### config.mk
export PLATFORM = sky130hd
export DESIGN_NAME = tioc_top
export DESIGN_NICKNAME = d
export VERILOG_FILES = /design/src/tioc_pkg.sv /design/src/tioc_blinker.sv /design/src/tioc_top.sv
export VERILOG_INCLUDE_DIRS = /design/src
export SDC_FILE = /design/constraint.sdc
export NUM_CORES = 1
export LEC_CHECK = 0
export ABC_AREA = 1
export BUFFER_PORTS_ARGS = -buffer_cell sky130_fd_sc_hd__buf_4
export CAP_MARGIN = 5
export CORE_UTILIZATION = 55
export CTS_CLUSTER_DIAMETER = 40
export DETAILED_ROUTE_END_ITERATION = 8
export PLACE_DENSITY = 0.78
export REMOVE_ABC_BUFFERS = 1
export SKIP_LAST_GASP = 1
export SLEW_MARGIN = 0
export SYNTH_ARGS = -nofsm -noshare
export SYNTH_HDL_FRONTEND = slang
export SYNTH_SLANG_ARGS = --single-unit
### constraint.sdc
create_clock -name i_clock -period 1.9 [get_ports i_clock]
set_clock_uncertainty 0.05 [all_clocks]
set_input_delay 0.19 -clock i_clock [delete_from_list [all_inputs] [get_ports i_clock]]
set_output_delay 0.19 -clock i_clock [all_outputs]
set_load 0.05 [all_outputs]
### src/tioc_consts.svh
// Constants for the tracker output and indicator control block.
// Function
// - A clear-sequence-counter command sets the outgoing message sequence number to zero and is acknowledged.
// - A reboot command is acknowledged first and only then restarts the device.
// - A local-address query is answered with the current SIM IP address as a 32-bit value.
// - Pulling the panic input line to ground puts the device into emergency mode.
// - In emergency mode the device sends emergency reports carrying emergency type code 1.
// - Activating the immobilizer on output 1 while driving blocks progressively rather than at once.
// - During progressive blocking the active time grows by 90 ms in every 4 s period.
// - After 205032704 cycles (about 8.2 s at 25 MHz) of progressive blocking the immobilizer output stays active continuously.
// - A pulse output is active for the pulse-active time then inactive for the pulse-inactive time, both programmable.
// - Pulse timing is exact to the clock cycle and tests check exact cycle counts.
// - Output 1 goes high-impedance when active and output 2 is driven to ground when active.
// - The blue indicator blinks 1 normal, 2 server error, 3 packet-data error, 4 no network, 5 PIN locked, 6 no attach, 7 no SIM.
// - The red indicator blinks 1 normal, 2 no fix, 4 positioning chipset or antenna error.
// - An emergency acknowledgement in emergency state stops the emergency reports unless the panic line is still held low.
// - A pulse-type output, once commanded active, pulses and returns inactive by itself.
`ifndef TIOC_CONSTS_SVH
`define TIOC_CONSTS_SVH
`define TIOC_CLK_HZ 25000000
`define TIOC_CYC_PER_MS (`TIOC_CLK_HZ / 1000)
`define TIOC_RAMP_STEP_MS 90
`define TIOC_RAMP_PERIOD_MS 4000
`define TIOC_RAMP_TOTAL_MS 180000
`define TIOC_BLINK_ON_MS 200
`define TIOC_BLINK_OFF_MS 300
`define TIOC_BLINK_PAUSE_MS 2000
`define TIOC_EMG_TYPE 4'h1
`define TIOC_SEQ_RESET 16'h0000
`define TIOC_RESP_ACK 2'h1
`define TIOC_RESP_IP 2'h2
`endif

### src/tioc_pkg.sv
// Types shared by the tracker output and indicator control block.
package tioc_pkg;
	typedef enum logic [2:0] {TIOC_CMD_NONE, TIOC_CMD_CLEAR_SEQ, TIOC_CMD_REBOOT, TIOC_CMD_QUERY_IP,
		TIOC_CMD_EMG_ACK, TIOC_CMD_OUT_ON, TIOC_CMD_OUT_OFF} tioc_cmd_e;
	typedef enum logic [1:0] {TIOC_OUT_LEVEL, TIOC_OUT_IMMOB, TIOC_OUT_PULSE} tioc_omode_e;
	typedef struct packed {
		logic valid;
		tioc_cmd_e cmd;
		logic line;
	} tioc_cmd_s;
	typedef struct packed {
		logic valid;
		logic [1:0] kind;
		logic [15:0] seq;
		logic [31:0] ip;
	} tioc_resp_s;
	typedef struct packed {
		logic [2:0] blue_code;
		logic [2:0] red_code;
	} tioc_status_s;
endpackage : tioc_pkg

### src/tioc_blinker.sv
// Blink-count indicator driver: shows a code as N blinks and a long pause.
`timescale 1ns/10ps
`include "tioc_consts.svh"
module tioc_blinker #(
	parameter int unsigned ON_CYC = `TIOC_BLINK_ON_MS * `TIOC_CYC_PER_MS,
	parameter int unsigned OFF_CYC = `TIOC_BLINK_OFF_MS * `TIOC_CYC_PER_MS,
	parameter int unsigned PAUSE_CYC = `TIOC_BLINK_PAUSE_MS * `TIOC_CYC_PER_MS
) (
	input wire logic i_clock,
	input wire logic i_rstn,
	input wire logic [2:0] i_code,
	output logic o_led
);
	typedef struct packed {
		logic [26:0] tmr;
		logic [2:0] left;
		logic lit;
		logic pause;
		logic led;
	} tioc_blink_s;
	tioc_blink_s s_q, s_d;

	always_comb begin
		s_d = s_q;
		if (s_q.tmr != 27'h0) begin
			s_d.tmr = s_q.tmr - 27'h1;
		end else if (s_q.pause || s_q.left == 3'h0) begin
			// Code is latched only at the start of a group so a change never cuts a group short.
			s_d.pause = 1'b0;
			s_d.left = i_code;
			s_d.lit = 1'b0;
			s_d.tmr = 27'h0;
			if (i_code != 3'h0) begin
				s_d.lit = 1'b1;
				s_d.tmr = 27'(ON_CYC - 1);
			end
		end else if (s_q.lit) begin
			s_d.lit = 1'b0;
			s_d.left = s_q.left - 3'h1;
			if (s_q.left == 3'h1) begin
				s_d.pause = 1'b1;
				s_d.tmr = 27'(PAUSE_CYC - 1);
			end else begin
				s_d.tmr = 27'(OFF_CYC - 1);
			end
		end else begin
			s_d.lit = 1'b1;
			s_d.tmr = 27'(ON_CYC - 1);
		end
		s_d.led = s_d.lit;
	end

	always_ff @(posedge i_clock) begin
		if (!i_rstn) begin
			s_q <= '0;
		end else begin
			s_q <= s_d;
		end
	end

	assign o_led = s_q.led;
endmodule : tioc_blinker

### src/tioc_top.sv
// Output, panic input, command and indicator control for the tracker.
`timescale 1ns/10ps
`include "tioc_consts.svh"
module tioc_top #(
	parameter int unsigned RAMP_STEP_CYC = `TIOC_RAMP_STEP_MS * `TIOC_CYC_PER_MS,
	parameter int unsigned RAMP_PERIOD_CYC = `TIOC_RAMP_PERIOD_MS * `TIOC_CYC_PER_MS,
	parameter int unsigned RAMP_TOTAL_CYC = `TIOC_RAMP_TOTAL_MS * `TIOC_CYC_PER_MS,
	parameter int unsigned BLINK_ON_CYC = `TIOC_BLINK_ON_MS * `TIOC_CYC_PER_MS,
	parameter int unsigned BLINK_OFF_CYC = `TIOC_BLINK_OFF_MS * `TIOC_CYC_PER_MS,
	parameter int unsigned BLINK_PAUSE_CYC = `TIOC_BLINK_PAUSE_MS * `TIOC_CYC_PER_MS
) (
	input wire logic i_clock,
	input wire logic i_rstn,
	input tioc_pkg::tioc_cmd_s i_cmd,
	input wire logic [31:0] i_local_ip,
	input wire logic i_report_sent,
	input wire logic i_panic_input_line_n,
	input wire logic i_driving,
	input tioc_pkg::tioc_omode_e i_out1_mode,
	input tioc_pkg::tioc_omode_e i_out2_mode,
	input wire logic [31:0] i_pulse_on_cyc,
	input wire logic [31:0] i_pulse_off_cyc,
	input tioc_pkg::tioc_status_s i_status,
	output tioc_pkg::tioc_resp_s o_resp,
	output logic [15:0] o_seq,
	output logic o_emergency,
	output logic [3:0] o_emg_type,
	output logic o_reboot,
	output logic o_out1_oe,
	output logic o_out1_o,
	output logic o_out2_oe,
	output logic o_out2_o,
	output logic o_led_blue,
	output logic o_led_red
);
	import tioc_pkg::*;

	typedef struct packed {
		tioc_resp_s resp;
		logic [15:0] seq;
		logic emg;
		logic reboot_pend;
		logic reboot;
		logic [1:0] act;
		logic [1:0] phase_on;
		logic [63:0] ptmr;
		logic ramp;
		logic [31:0] rtmr;
		logic [31:0] ron;
		logic [31:0] rtotal;
	} tioc_state_s;
	tioc_state_s s_q, s_d;

	logic [1:0] drive;
	tioc_omode_e mode [2];
	assign mode[0] = i_out1_mode;
	assign mode[1] = i_out2_mode;

	always_comb begin
		s_d = s_q;
		s_d.resp.valid = 1'b0;
		s_d.reboot = 1'b0;
		// Reboot waits one cycle so the acknowledge is out before the restart strobe.
		if (s_q.reboot_pend) begin
			s_d.reboot = 1'b1;
			s_d.reboot_pend = 1'b0;
		end
		if (i_report_sent) begin
			s_d.seq = s_q.seq + 16'h1;
		end
		if (!i_panic_input_line_n) begin
			s_d.emg = 1'b1;
		end
		if (i_cmd.valid) begin
			s_d.resp.valid = 1'b1;
			s_d.resp.kind = `TIOC_RESP_ACK;
			s_d.resp.ip = 32'h0;
			case (i_cmd.cmd)
				TIOC_CMD_CLEAR_SEQ: begin
					s_d.seq = `TIOC_SEQ_RESET;
				end
				TIOC_CMD_REBOOT: begin
					s_d.reboot_pend = 1'b1;
				end
				TIOC_CMD_QUERY_IP: begin
					s_d.resp.kind = `TIOC_RESP_IP;
					s_d.resp.ip = i_local_ip;
				end
				TIOC_CMD_EMG_ACK: begin
					// A held panic line wins over the acknowledgement.
					if (i_panic_input_line_n) begin
						s_d.emg = 1'b0;
					end
				end
				TIOC_CMD_OUT_ON: begin
					s_d.act[i_cmd.line] = 1'b1;
					s_d.phase_on[i_cmd.line] = 1'b1;
					s_d.ptmr[i_cmd.line*32 +: 32] = i_pulse_on_cyc;
					if (i_cmd.line == 1'b0 && mode[0] == TIOC_OUT_IMMOB && i_driving) begin
						s_d.ramp = 1'b1;
						s_d.rtmr = 32'h0;
						s_d.ron = 32'(RAMP_STEP_CYC);
						s_d.rtotal = 32'h0;
					end
				end
				TIOC_CMD_OUT_OFF: begin
					s_d.act[i_cmd.line] = 1'b0;
					if (i_cmd.line == 1'b0) begin
						s_d.ramp = 1'b0;
					end
				end
				default: begin
					s_d.resp.valid = 1'b0;
				end
			endcase
		end
		s_d.resp.seq = s_d.seq;
		if (s_q.ramp) begin
			s_d.rtotal = s_q.rtotal + 32'h1;
			if (s_q.rtotal >= 32'(RAMP_TOTAL_CYC - 1)) begin
				s_d.ramp = 1'b0;
			end else if (s_q.rtmr >= 32'(RAMP_PERIOD_CYC - 1)) begin
				s_d.rtmr = 32'h0;
				s_d.ron = s_q.ron + 32'(RAMP_STEP_CYC);
			end else begin
				s_d.rtmr = s_q.rtmr + 32'h1;
			end
		end
		for (int i = 0; i < 2; i++) begin
			if (s_q.act[i] && mode[i] == TIOC_OUT_PULSE && !(i_cmd.valid && i_cmd.line == 1'(i))) begin
				if (s_q.ptmr[i*32 +: 32] > 32'h1) begin
					s_d.ptmr[i*32 +: 32] = s_q.ptmr[i*32 +: 32] - 32'h1;
				end else if (s_q.phase_on[i]) begin
					s_d.phase_on[i] = 1'b0;
					s_d.ptmr[i*32 +: 32] = i_pulse_off_cyc;
				end else begin
					s_d.act[i] = 1'b0;
				end
			end
		end
	end

	always_comb begin
		for (int i = 0; i < 2; i++) begin
			drive[i] = s_q.act[i];
			if (mode[i] == TIOC_OUT_PULSE) begin
				drive[i] = s_q.act[i] && s_q.phase_on[i];
			end
		end
		if (s_q.ramp) begin
			drive[0] = s_q.rtmr < s_q.ron;
		end
	end

	always_ff @(posedge i_clock) begin
		if (!i_rstn) begin
			s_q <= '0;
		end else begin
			s_q <= s_d;
		end
	end

	// Output 1 releases the wire when active; output 2 pulls it low when active.
	assign o_out1_oe = !drive[0];
	assign o_out1_o = 1'b0;
	assign o_out2_oe = drive[1];
	assign o_out2_o = 1'b0;
	assign o_resp = s_q.resp;
	assign o_seq = s_q.seq;
	assign o_emergency = s_q.emg;
	assign o_emg_type = s_q.emg ? `TIOC_EMG_TYPE : 4'h0;
	assign o_reboot = s_q.reboot;

	tioc_blinker #(.ON_CYC(BLINK_ON_CYC), .OFF_CYC(BLINK_OFF_CYC), .PAUSE_CYC(BLINK_PAUSE_CYC)) u_blue (
		.i_clock(i_clock),
		.i_rstn(i_rstn),
		.i_code(i_status.blue_code),
		.o_led(o_led_blue)
	);
	tioc_blinker #(.ON_CYC(BLINK_ON_CYC), .OFF_CYC(BLINK_OFF_CYC), .PAUSE_CYC(BLINK_PAUSE_CYC)) u_red (
		.i_clock(i_clock),
		.i_rstn(i_rstn),
		.i_code(i_status.red_code),
		.o_led(o_led_red)
	);
endmodule : tioc_top

==> key figures, run 1 <==
Logic synthesis
  – Ys flop type: dfxtp_1
  – Syn_area_per_cell: 6.24 um2
  – Post-synthesis register bit count: 283
  – Ys async rst share: 0
  – Yosys cell types: 56
  – Synth warnings: 0
  – Syn Inst Count: 3137
  – Synth Cell Area: 19600 um2
  – EDFF count, synth: 0
  – Seq/Total Area, Yosys: 0.289

Power
  – Power Internal: 0.0164 W
  – Clock Power Share: 0.376
  – P_sw: 0.00943 W
  – PwrDens: 974 nW/um2
  – Sw Share: 0.365
  – Logic pwr share: 0.351
  – Leakage Power: 12.4 nW
  – Pwr Total: 0.0259 W
  – Maximum VDD drop: 1290 uV
  – Flop pwr share: 0.273

CTS
  – CTS root buf: clkbuf_16
  – Total CTS buffers: 51
  – Clock sink count: 283
  – Skew-Pair Late Insertion Delay: 0.61 ns
  – Max Buffers Root-to-Sink: 3
  – Htree depth: 2
  – CTS clock-pin slew for the worst setup and hold paths: 0.06 ns
  – CTS tree: yes

STA
  – Final hold vios: 1
  – Final number of max-transition violations: 0
  – Highest Clock Rate: 396 MHz
  – Period utilisation layout: 1.33
  – Final WS setup: -0.628 ns
  – Final setup viols: 15
  – Worst hold margin: -0.00644 ns
  – RSZ-0062 raised after global routing: true
  – Fin crit period: 2.53 ns
  – Slew @ Worst Pin: 0.558 ns
  – Slew headroom: 0.626

Run status
  – Outcome: finished, violations left
  – Failing checks: DRC, hold timing, setup timing

Cells and area
  – Fillers: 2680
  – Area Growth Syn to Fin: 35.6%
  – Layout cells sized above 1: 0.245
  – FF/Latch Area: 5690 um2
  – Area of the multi-input gates: 12400 um2
  – Cell area after layout: 26600 um2
  – Finished Layout Cells: 4093
  – Fin nets: 3765

Detailed routing
  – Routed Antenna Nets: 0
  – DR vias: 22800
  – Drt first pass iters: 9
  – DR DRC count: 1
  – DRT iter0 DRCs: 1889
  – DRT Wirelength: 68700 um
  – Drt via density: 5.57
  – Routed len/inst: 16.8 um

Placement
  – Placed cells: 3882
  – Worst setup slack after placement: -0.270 ns
  – PortBufs: 189
  – Area after DPL: 22700 um2
  – Gp weighted congestion: 0.962
  – DPL Wire Length: 47300 um

GRT
  – First-pass GRT wire length: 106000 um
  – Grt total ovfl: 0
  – Vias in the first global route: 21900
  – Largest net degree at the start of global routing: 70
  – Antenna violations before repair: 2
  – Tot GR Track Use: 0.361

Critical path
  – Crit path kind: flop to primary output
  – CP peak stage delay: 0.30 ns
  – Arrival time at the worst endpoint: 2.29 ns
  – Critical Path RT: 1.66 ns
  – Most frequent CP cell: nand2_1
  – Maximum fanout along the worst path: 2
  – CP endpoint kind: primary output
  – Worst setup SP type: flop
  – Critical path, cell by cell: inv_1 > ha_1 > o21ai_1 > nand2_1 > nand3_2 > nand2_2 > nand2_1 > nand2_1 > nand2_1 > nand2_2 > nand2_1 > a21boi_2 > buf_6
  – R2r setup slk: -0.10 ns
  – Critical path's slowest cell: dfxtp_1
  – R2R depth: 14

Floorplan
  – Effective utilization at floorplan: 0.563
  – Cell Rows: 68
  – Die Footprint: 36400 um2
  – IO Count: 195
  – Die W: 191 um
  – Core Area: 34800 um2
  – Die span in y: 191 um

Run
  – Max-Cap Viols: 0

Hold path
  – Min-delay worst type: primary input to flop
  – Hold Path Depth: 5
-- area by class of cell --
class / instances / area share
sequential: 283 / 0.214
tap: 455 / 0.0214
clock inverter: 29 / 0.0145
clock buffer: 64 / 0.0534
antenna: 2 / 0.000188
multi-input combinational: 2365 / 0.467
inverter: 317 / 0.0454
timing repair buffer: 578 / 0.184
-- stage by stage --
stage,TNS (ns),utilization
floorplan,-153.31,-
global placement,-0.274,0.652
detailed placement,-1.36,0.652
CTS,-0.635,0.732
global route,-4.49,0.763
finish,-1.24,0.763
-- sequential cells by signal (all words and copies together) (netlist names) --
| signal | flops |
|---|---|
| o_emergency | 1 |
| u_blue.s_q | 32 |
| o_resp | 35 |
| s_q | 166 |
| o_reboot | 1 |
| o_seq | 16 |
| u_red.s_q | 32 |
-- repair_timing --
action,in CTS,in global routing
cloned,0,6
resized for setup,30,235
endpoints found under the hold margin,84,0
buffers inserted,5,23
endpoints found under the setup margin,45,180
pin swaps,9,66
hold buffers,83,0
-- final timing paths --
| path | start | endpoint |
|---|---|---|
| min | i_pulse_on_cyc[0] | s_q[97]$_SDFF_PN0_ |
| max | s_q[33]$_SDFFE_PN0P_ | o_out1_oe |
| min reg2reg | s_q[166]$_SDFF_PN0_ | o_reboot$_SDFF_PN0_ |
| max reg2reg | s_q[82]$_SDFF_PN0_ | s_q[41]$_SDFF_PN0_ |
-- placed cells by master (no fill, tap or decap), types with 10 or more instances in the layout --
cell type | synthesis | routed
dlygate4sd3_1 | 0 | 83
buf_12 | 2 | 15
nand4_1 | 55 | 55
a21oi_1 | 220 | 201
o21ai_1 | 29 | 40
and2_1 | 10 | 10
o21ai_0 | 181 | 161
inv_6 | 0 | 10
xor2_1 | 61 | 61
inv_1 | 302 | 288
dfxtp_1 | 283 | 262
inv_2 | 11 | 23
a21oi_2 | 3 | 21
o21ai_2 | 2 | 10
nand3b_1 | 13 | 13
nor2_2 | 23 | 43
nor3_2 | 3 | 13
nand2_2 | 20 | 51
a31oi_1 | 15 | 15
nand3_1 | 237 | 215
dfxtp_2 | 0 | 20
ha_1 | 53 | 45
xnor2_1 | 33 | 33
clkbuf_16 | 0 | 58
nand2_4 | 3 | 14
buf_4 | 78 | 462
or2_2 | 34 | 33
nand3_2 | 3 | 23
buf_6 | 12 | 12
nor3b_1 | 13 | 13
nor3_1 | 49 | 35
mux2i_1 | 10 | 10
nor2_1 | 402 | 369
nand2_1 | 834 | 790
nor2_4 | 12 | 25
-- kinds of logic after synthesis --
logic type      count (synthesis)  synth area share
flops                         283             0.289
buf+inv                       493             0.118
mux                            10           0.00511
simple gates                 1725             0.383
xor+xnor                       94            0.0421
fa+ha+maj                      53            0.0339
other cells                     1          0.000192
compound gates                478             0.129
-- Yosys cell counts (3+ instances only) --
master	instances	share of area
ha_1	53	0.034
mux2i_1	10	0.0051
clkbuf_1	50	0.0096
a21o_1	4	0.0015
inv_2	11	0.0021
nand3_2	3	0.0015
nor3_2	3	0.0015
nand3b_1	13	0.0050
a211oi_1	3	0.0012
nand2_1	834	0.16
dfxtp_1	283	0.29
nand2_2	20	0.0064
nor4_1	7	0.0022
xnor2_1	33	0.015
nor3_1	49	0.013
nor2_4	12	0.0069
o211ai_1	6	0.0023
buf_4	78	0.030
a21oi_2	3	0.0013
and2_1	10	0.0032
nand3_1	237	0.061
a21oi_1	220	0.056
nand4_1	55	0.018
nor3b_1	13	0.0050
o21a_1	4	0.0015
a31oi_1	15	0.0048
buf_2	29	0.0074
inv_1	302	0.058
nor2_2	23	0.0074
o21ai_1	29	0.0074
o21ai_0	181	0.046
o21bai_1	4	0.0015
buf_6	12	0.0069
or2_2	34	0.011
xor2_1	61	0.027
buf_1	4	0.00077
nor2_1	402	0.077
nand2_4	3	0.0017
-- layer usage --
metal / routed length [um] / part of all wire / GRT usage / vias to the layer above
met1: 27500 / 0.40 / 0.446 / 10500
met3: 5880 / 0.086 / 0.0661 / 242
met2: 32100 / 0.47 / 0.606 / 1087
li1: - / - / - / 11000
met5: 0 / 0 / 0 / -
met4: 3250 / 0.047 / 0.170 / 0
-- critical path: cells and delay by family, from the launching register on --
| kind | cells | cell delay (ns) |
|---|---|---|
| AO/OA/AOI/OAI | 2 | 0.23 |
| AND/OR/NAND/NOR | 8 | 0.66 |
| adder cells (fa/ha/maj) | 1 | 0.26 |
| flip-flops | 1 | 0.30 |
| buffers and inverters | 2 | 0.23 |
-- power groups by stage --
stage / logic, W / clock network, W / registers (W)
after floorplan: 0.00512 / 0 / 0.00721
after detailed placement: 0.00813 / 0 / 0.00713
final: 0.00908 / 0.00971 / 0.00706
after CTS: 0.00835 / 0.00978 / 0.00702
after global routing: 0.0101 / 0.0100 / 0.00713
after global placement: 0.00797 / 0 / 0.00711
No activity file was read; power rests on OpenSTA's default activity.
==> run 2: changes to the inputs <==
--- a/config.mk
+++ b/config.mk
@@ -10,8 +10,8 @@
 export BUFFER_PORTS_ARGS = -buffer_cell sky130_fd_sc_hd__buf_4
 export CAP_MARGIN = 5
-export CORE_UTILIZATION = 55
+export CORE_UTILIZATION = 44
 export CTS_CLUSTER_DIAMETER = 40
 export DETAILED_ROUTE_END_ITERATION = 8
-export PLACE_DENSITY = 0.78
+export HOLD_SLACK_MARGIN = 0.05
 export REMOVE_ABC_BUFFERS = 1
 export SKIP_LAST_GASP = 1
--- a/constraint.sdc
+++ b/constraint.sdc
@@ -3,3 +3,3 @@
 set_input_delay 0.19 -clock i_clock [delete_from_list [all_inputs] [get_ports i_clock]]
 set_output_delay 0.19 -clock i_clock [all_outputs]
-set_load 0.05 [all_outputs]
+set_load 0.005 [all_outputs]
==> run 2 against run 1 <==
The run ends with setup timing left. Global-route usage shrank 6.7 points. Count of clock-buffer cells in the layout is 2 lower. Register-to-register slack better by 0.12 ns. Cell area rose by 1.9%. Combinational power down 4.6%. Highest routed layer unchanged. Via count is 3.0% lower. First-iteration DRC count decreased by 18%. Final cell count rose by 4.1%.
==> key figures, run 2 (same netlist as run 1, synthesis figures left out) <==
Cells and area
  – Area of the multi-input gates: 12400 um2 (about the same)
  – Fillers: 4021 (+50%)
  – Most flops, register: s_q
  – FF/Latch Area: 5690 um2 (about the same)
  – Fin nets: 3801 (+0.96%)
  – Max reg flops: 166 (unchanged)
  – Cell area after layout: 27000 um2 (+1.9%)
  – Util after Layout: 0.622 (-0.141)
  – Area Growth Syn to Fin: 38.2%
  – Layout cells sized above 1: 0.242 (-0.00314)
  – Commonest cells after routing, fill and taps aside: nand2_1, buf_4, nor2_1, inv_1, dfxtp_1
  – Commonest non-fill, non-tap cell in the layout: nand2_1

Floorplan
  – Effective utilization at floorplan: 0.450 (-0.112)
  – Die W: 213 um (+12%)
  – Die span in y: 213 um (+12%)
  – Cell Rows: 76 (+12%)
  – Core Area: 43500 um2 (+25%)
  – Die Footprint: 45300 um2 (+25%)
  – IO Count: 195 (unchanged)

Hold path
  – Worst hold start: i_cmd[2]
  – Hold endpoint: o_resp[50]$_SDFF_PN0_
  – Hold Path Depth: 6 (+1)
  – Min-delay worst type: primary input to flop

GRT
  – Tot GR Track Use: 0.294 (-0.0673)
  – Grt total ovfl: 0 (unchanged)
  – Met3 usage: 0.0507 (-0.0153)
  – M1 GR Usage: 0.390 (-0.0561)
  – First-pass GRT wire length: 107000 um (+0.17%)
  – Vias in the first global route: 20900 (-4.4%)
  – M2 GR Usage: 0.484 (-0.122)
  – Antenna violations before repair: 0 (-2)
  – Most Crowded Layer GR: met2
  – Largest net degree at the start of global routing: 53 (-24%)

CTS
  – Htree depth: 2 (unchanged)
  – CTS tree: yes
  – Total CTS buffers: 54 (+5.9%)
  – CTS clock-pin slew for the worst setup and hold paths: 0.05 ns (about the same)
  – Skew-Pair Late Insertion Delay: 0.61 ns (about the same)
  – CTS root buf: clkbuf_16
  – Max Buffers Root-to-Sink: 3 (unchanged)
  – Clock sink count: 283 (unchanged)

Run status
  – Outcome: finished, violations left
  – Failing checks: setup timing

STA
  – Highest Clock Rate: 395 MHz (-0.16%)
  – Final setup viols: 1 (-14)
  – Final hold vios: 0 (-1)
  – Period utilisation layout: 1.33 (+0.00211)
  – Final WS setup: -0.632 ns (-0.00402 ns)
  – RSZ-0062 raised after global routing: true
  – Final setup TNS: -0.632 ns (+0.610 ns)
  – Fin crit period: 2.53 ns (+0.00402 ns)
  – Final number of max-transition violations: 0 (unchanged)

Critical path
  – R2R depth: 12 (-2)
  – WP buf/inv: 4 (+2)
  – Crit path kind: flop to primary output
  – Top delay family on crit path: simple AND/OR/NAND/NOR gates
  – Worst r2r dst: s_q[41]$_SDFF_PN0_
  – CP peak stage delay: 0.34 ns (+0.04 ns)
  – CP endpoint kind: primary output
  – Critical Path RT: 1.66 ns (about the same)
  – Stages on worst setup path: 12 (-1)
  – Critical path, cell by cell: inv_2 > ha_4 > nand2_4 > inv_2 > nand3_2 > or2_4 > a21o_1 > nand2_1 > nor2_1 > a21boi_2 > buf_4 > buf_6
  – Maximum fanout along the worst path: 2 (unchanged)
  – R2r setup slk: 0.02 ns (+0.12 ns)
  – Critical path's slowest cell: dfxtp_2
  – Arrival time at the worst endpoint: 2.29 ns (about the same)
  – FF-to-FF Start: s_q[83]$_SDFF_PN0_
  – Most frequent CP cell: inv_2
  – Worst setup SP type: flop

Placement
  – Area after DPL: 22900 um2 (+0.82%)
  – Gp weighted congestion: 0.939 (-2.4%)
  – PortBufs: 189 (unchanged)
  – DPL Wire Length: 49800 um (+5.3%)

Detailed routing
  – DR DRC count: 0 (-1)
  – Routed len/inst: 16.1 um (-4.0%)
  – DRT Wirelength: 68600 um (about the same)
  – Routed Antenna Nets: 0 (unchanged)
  – Drt first pass iters: 6 (-3)
  – DRT iter0 DRCs: 1554 (-18%)
  – Drt via density: 5.19 (-6.8%)
  – DR vias: 22100 (-3.0%)

Power
  – Leakage Power: 12.5 nW (+0.79%)
  – Pwr Total: 0.0255 W (-1.2%)
  – PwrDens: 944 nW/um2 (-3.0%)
  – Maximum VDD drop: 845 uV (-35%)

Run
  – Max-Cap Viols: 0 (unchanged)
[run 2: worst min-delay path: stages]
cell and delay, ns:
buf_4 0.12, inv_1 0.07, buf_4 0.10, ha_1 0.11, o211ai_1 0.09, inv_1 0.05
[run 2: layout make-up]
cell class / instances / area share
Multi-Input combinational cell: 2365 / 0.459
Sequential cell: 283 / 0.210
Timing Repair Buffer: 611 / 0.191
Clock buffer: 62 / 0.0526
Inverter: 317 / 0.0446
Tap cell: 585 / 0.0271
Clock inverter: 37 / 0.0152
Antenna cell: 1 / 0.0000925
[run 2: timing repair]
item / 4_1_cts / 5_1_grt
hold buffers: 112 / 0
endpoints found under the hold margin: 120 / 0
resized for setup: 23 / 219
endpoints found under the setup margin: 30 / 195
setup buffers: 4 / 26
pin swaps: 10 / 62
cloned: 0 / 6
[run 2: through the flow]
stage / hold slack [ns] / setup slack [ns] / instances
floorplan: 0.217 / -1.15 / 2965
global placement: 0.322 / -0.207 / 4013
detailed placement: 0.324 / -0.213 / 4013
CTS: 0.0505 / -0.798 / 4228
global route: 0.106 / -0.711 / 4260
finish: 0.0925 / -0.632 / 4261
[run 2: power by group]
group	switching, W	internal (W)
Combinational	0.00509	0.00358
Clock	0.00363	0.00611
Sequential	0.000572	0.00655
Total	0.00929	0.0162
[run 2: how the worst max path moves through the flow]
stage,startpoint,end,slack [ns]
2_1_floorplan,i_rstn,u_blue.s_q[20]$_SDFF_PN0_,-1.15
3_3_place_gp,s_q[63]$_SDFF_PN0_,o_out1_oe,-0.21
3_5_place_dp,s_q[63]$_SDFF_PN0_,o_out1_oe,-0.21
4_1_cts,s_q[62]$_SDFF_PN0_,o_out1_oe,-0.80
5_1_grt,s_q[51]$_SDFF_PN0_,o_out1_oe,-0.71
6_report,s_q[62]$_SDFF_PN0_,o_out1_oe,-0.63
[run 2: routing by layer]
metal  vias to the layer above  routed length [um]
li1                      11100                   -
met1                     10200               30600
met2                       740               31800
met3                       125                4420
met4                         0                1800
met5                         -                   0
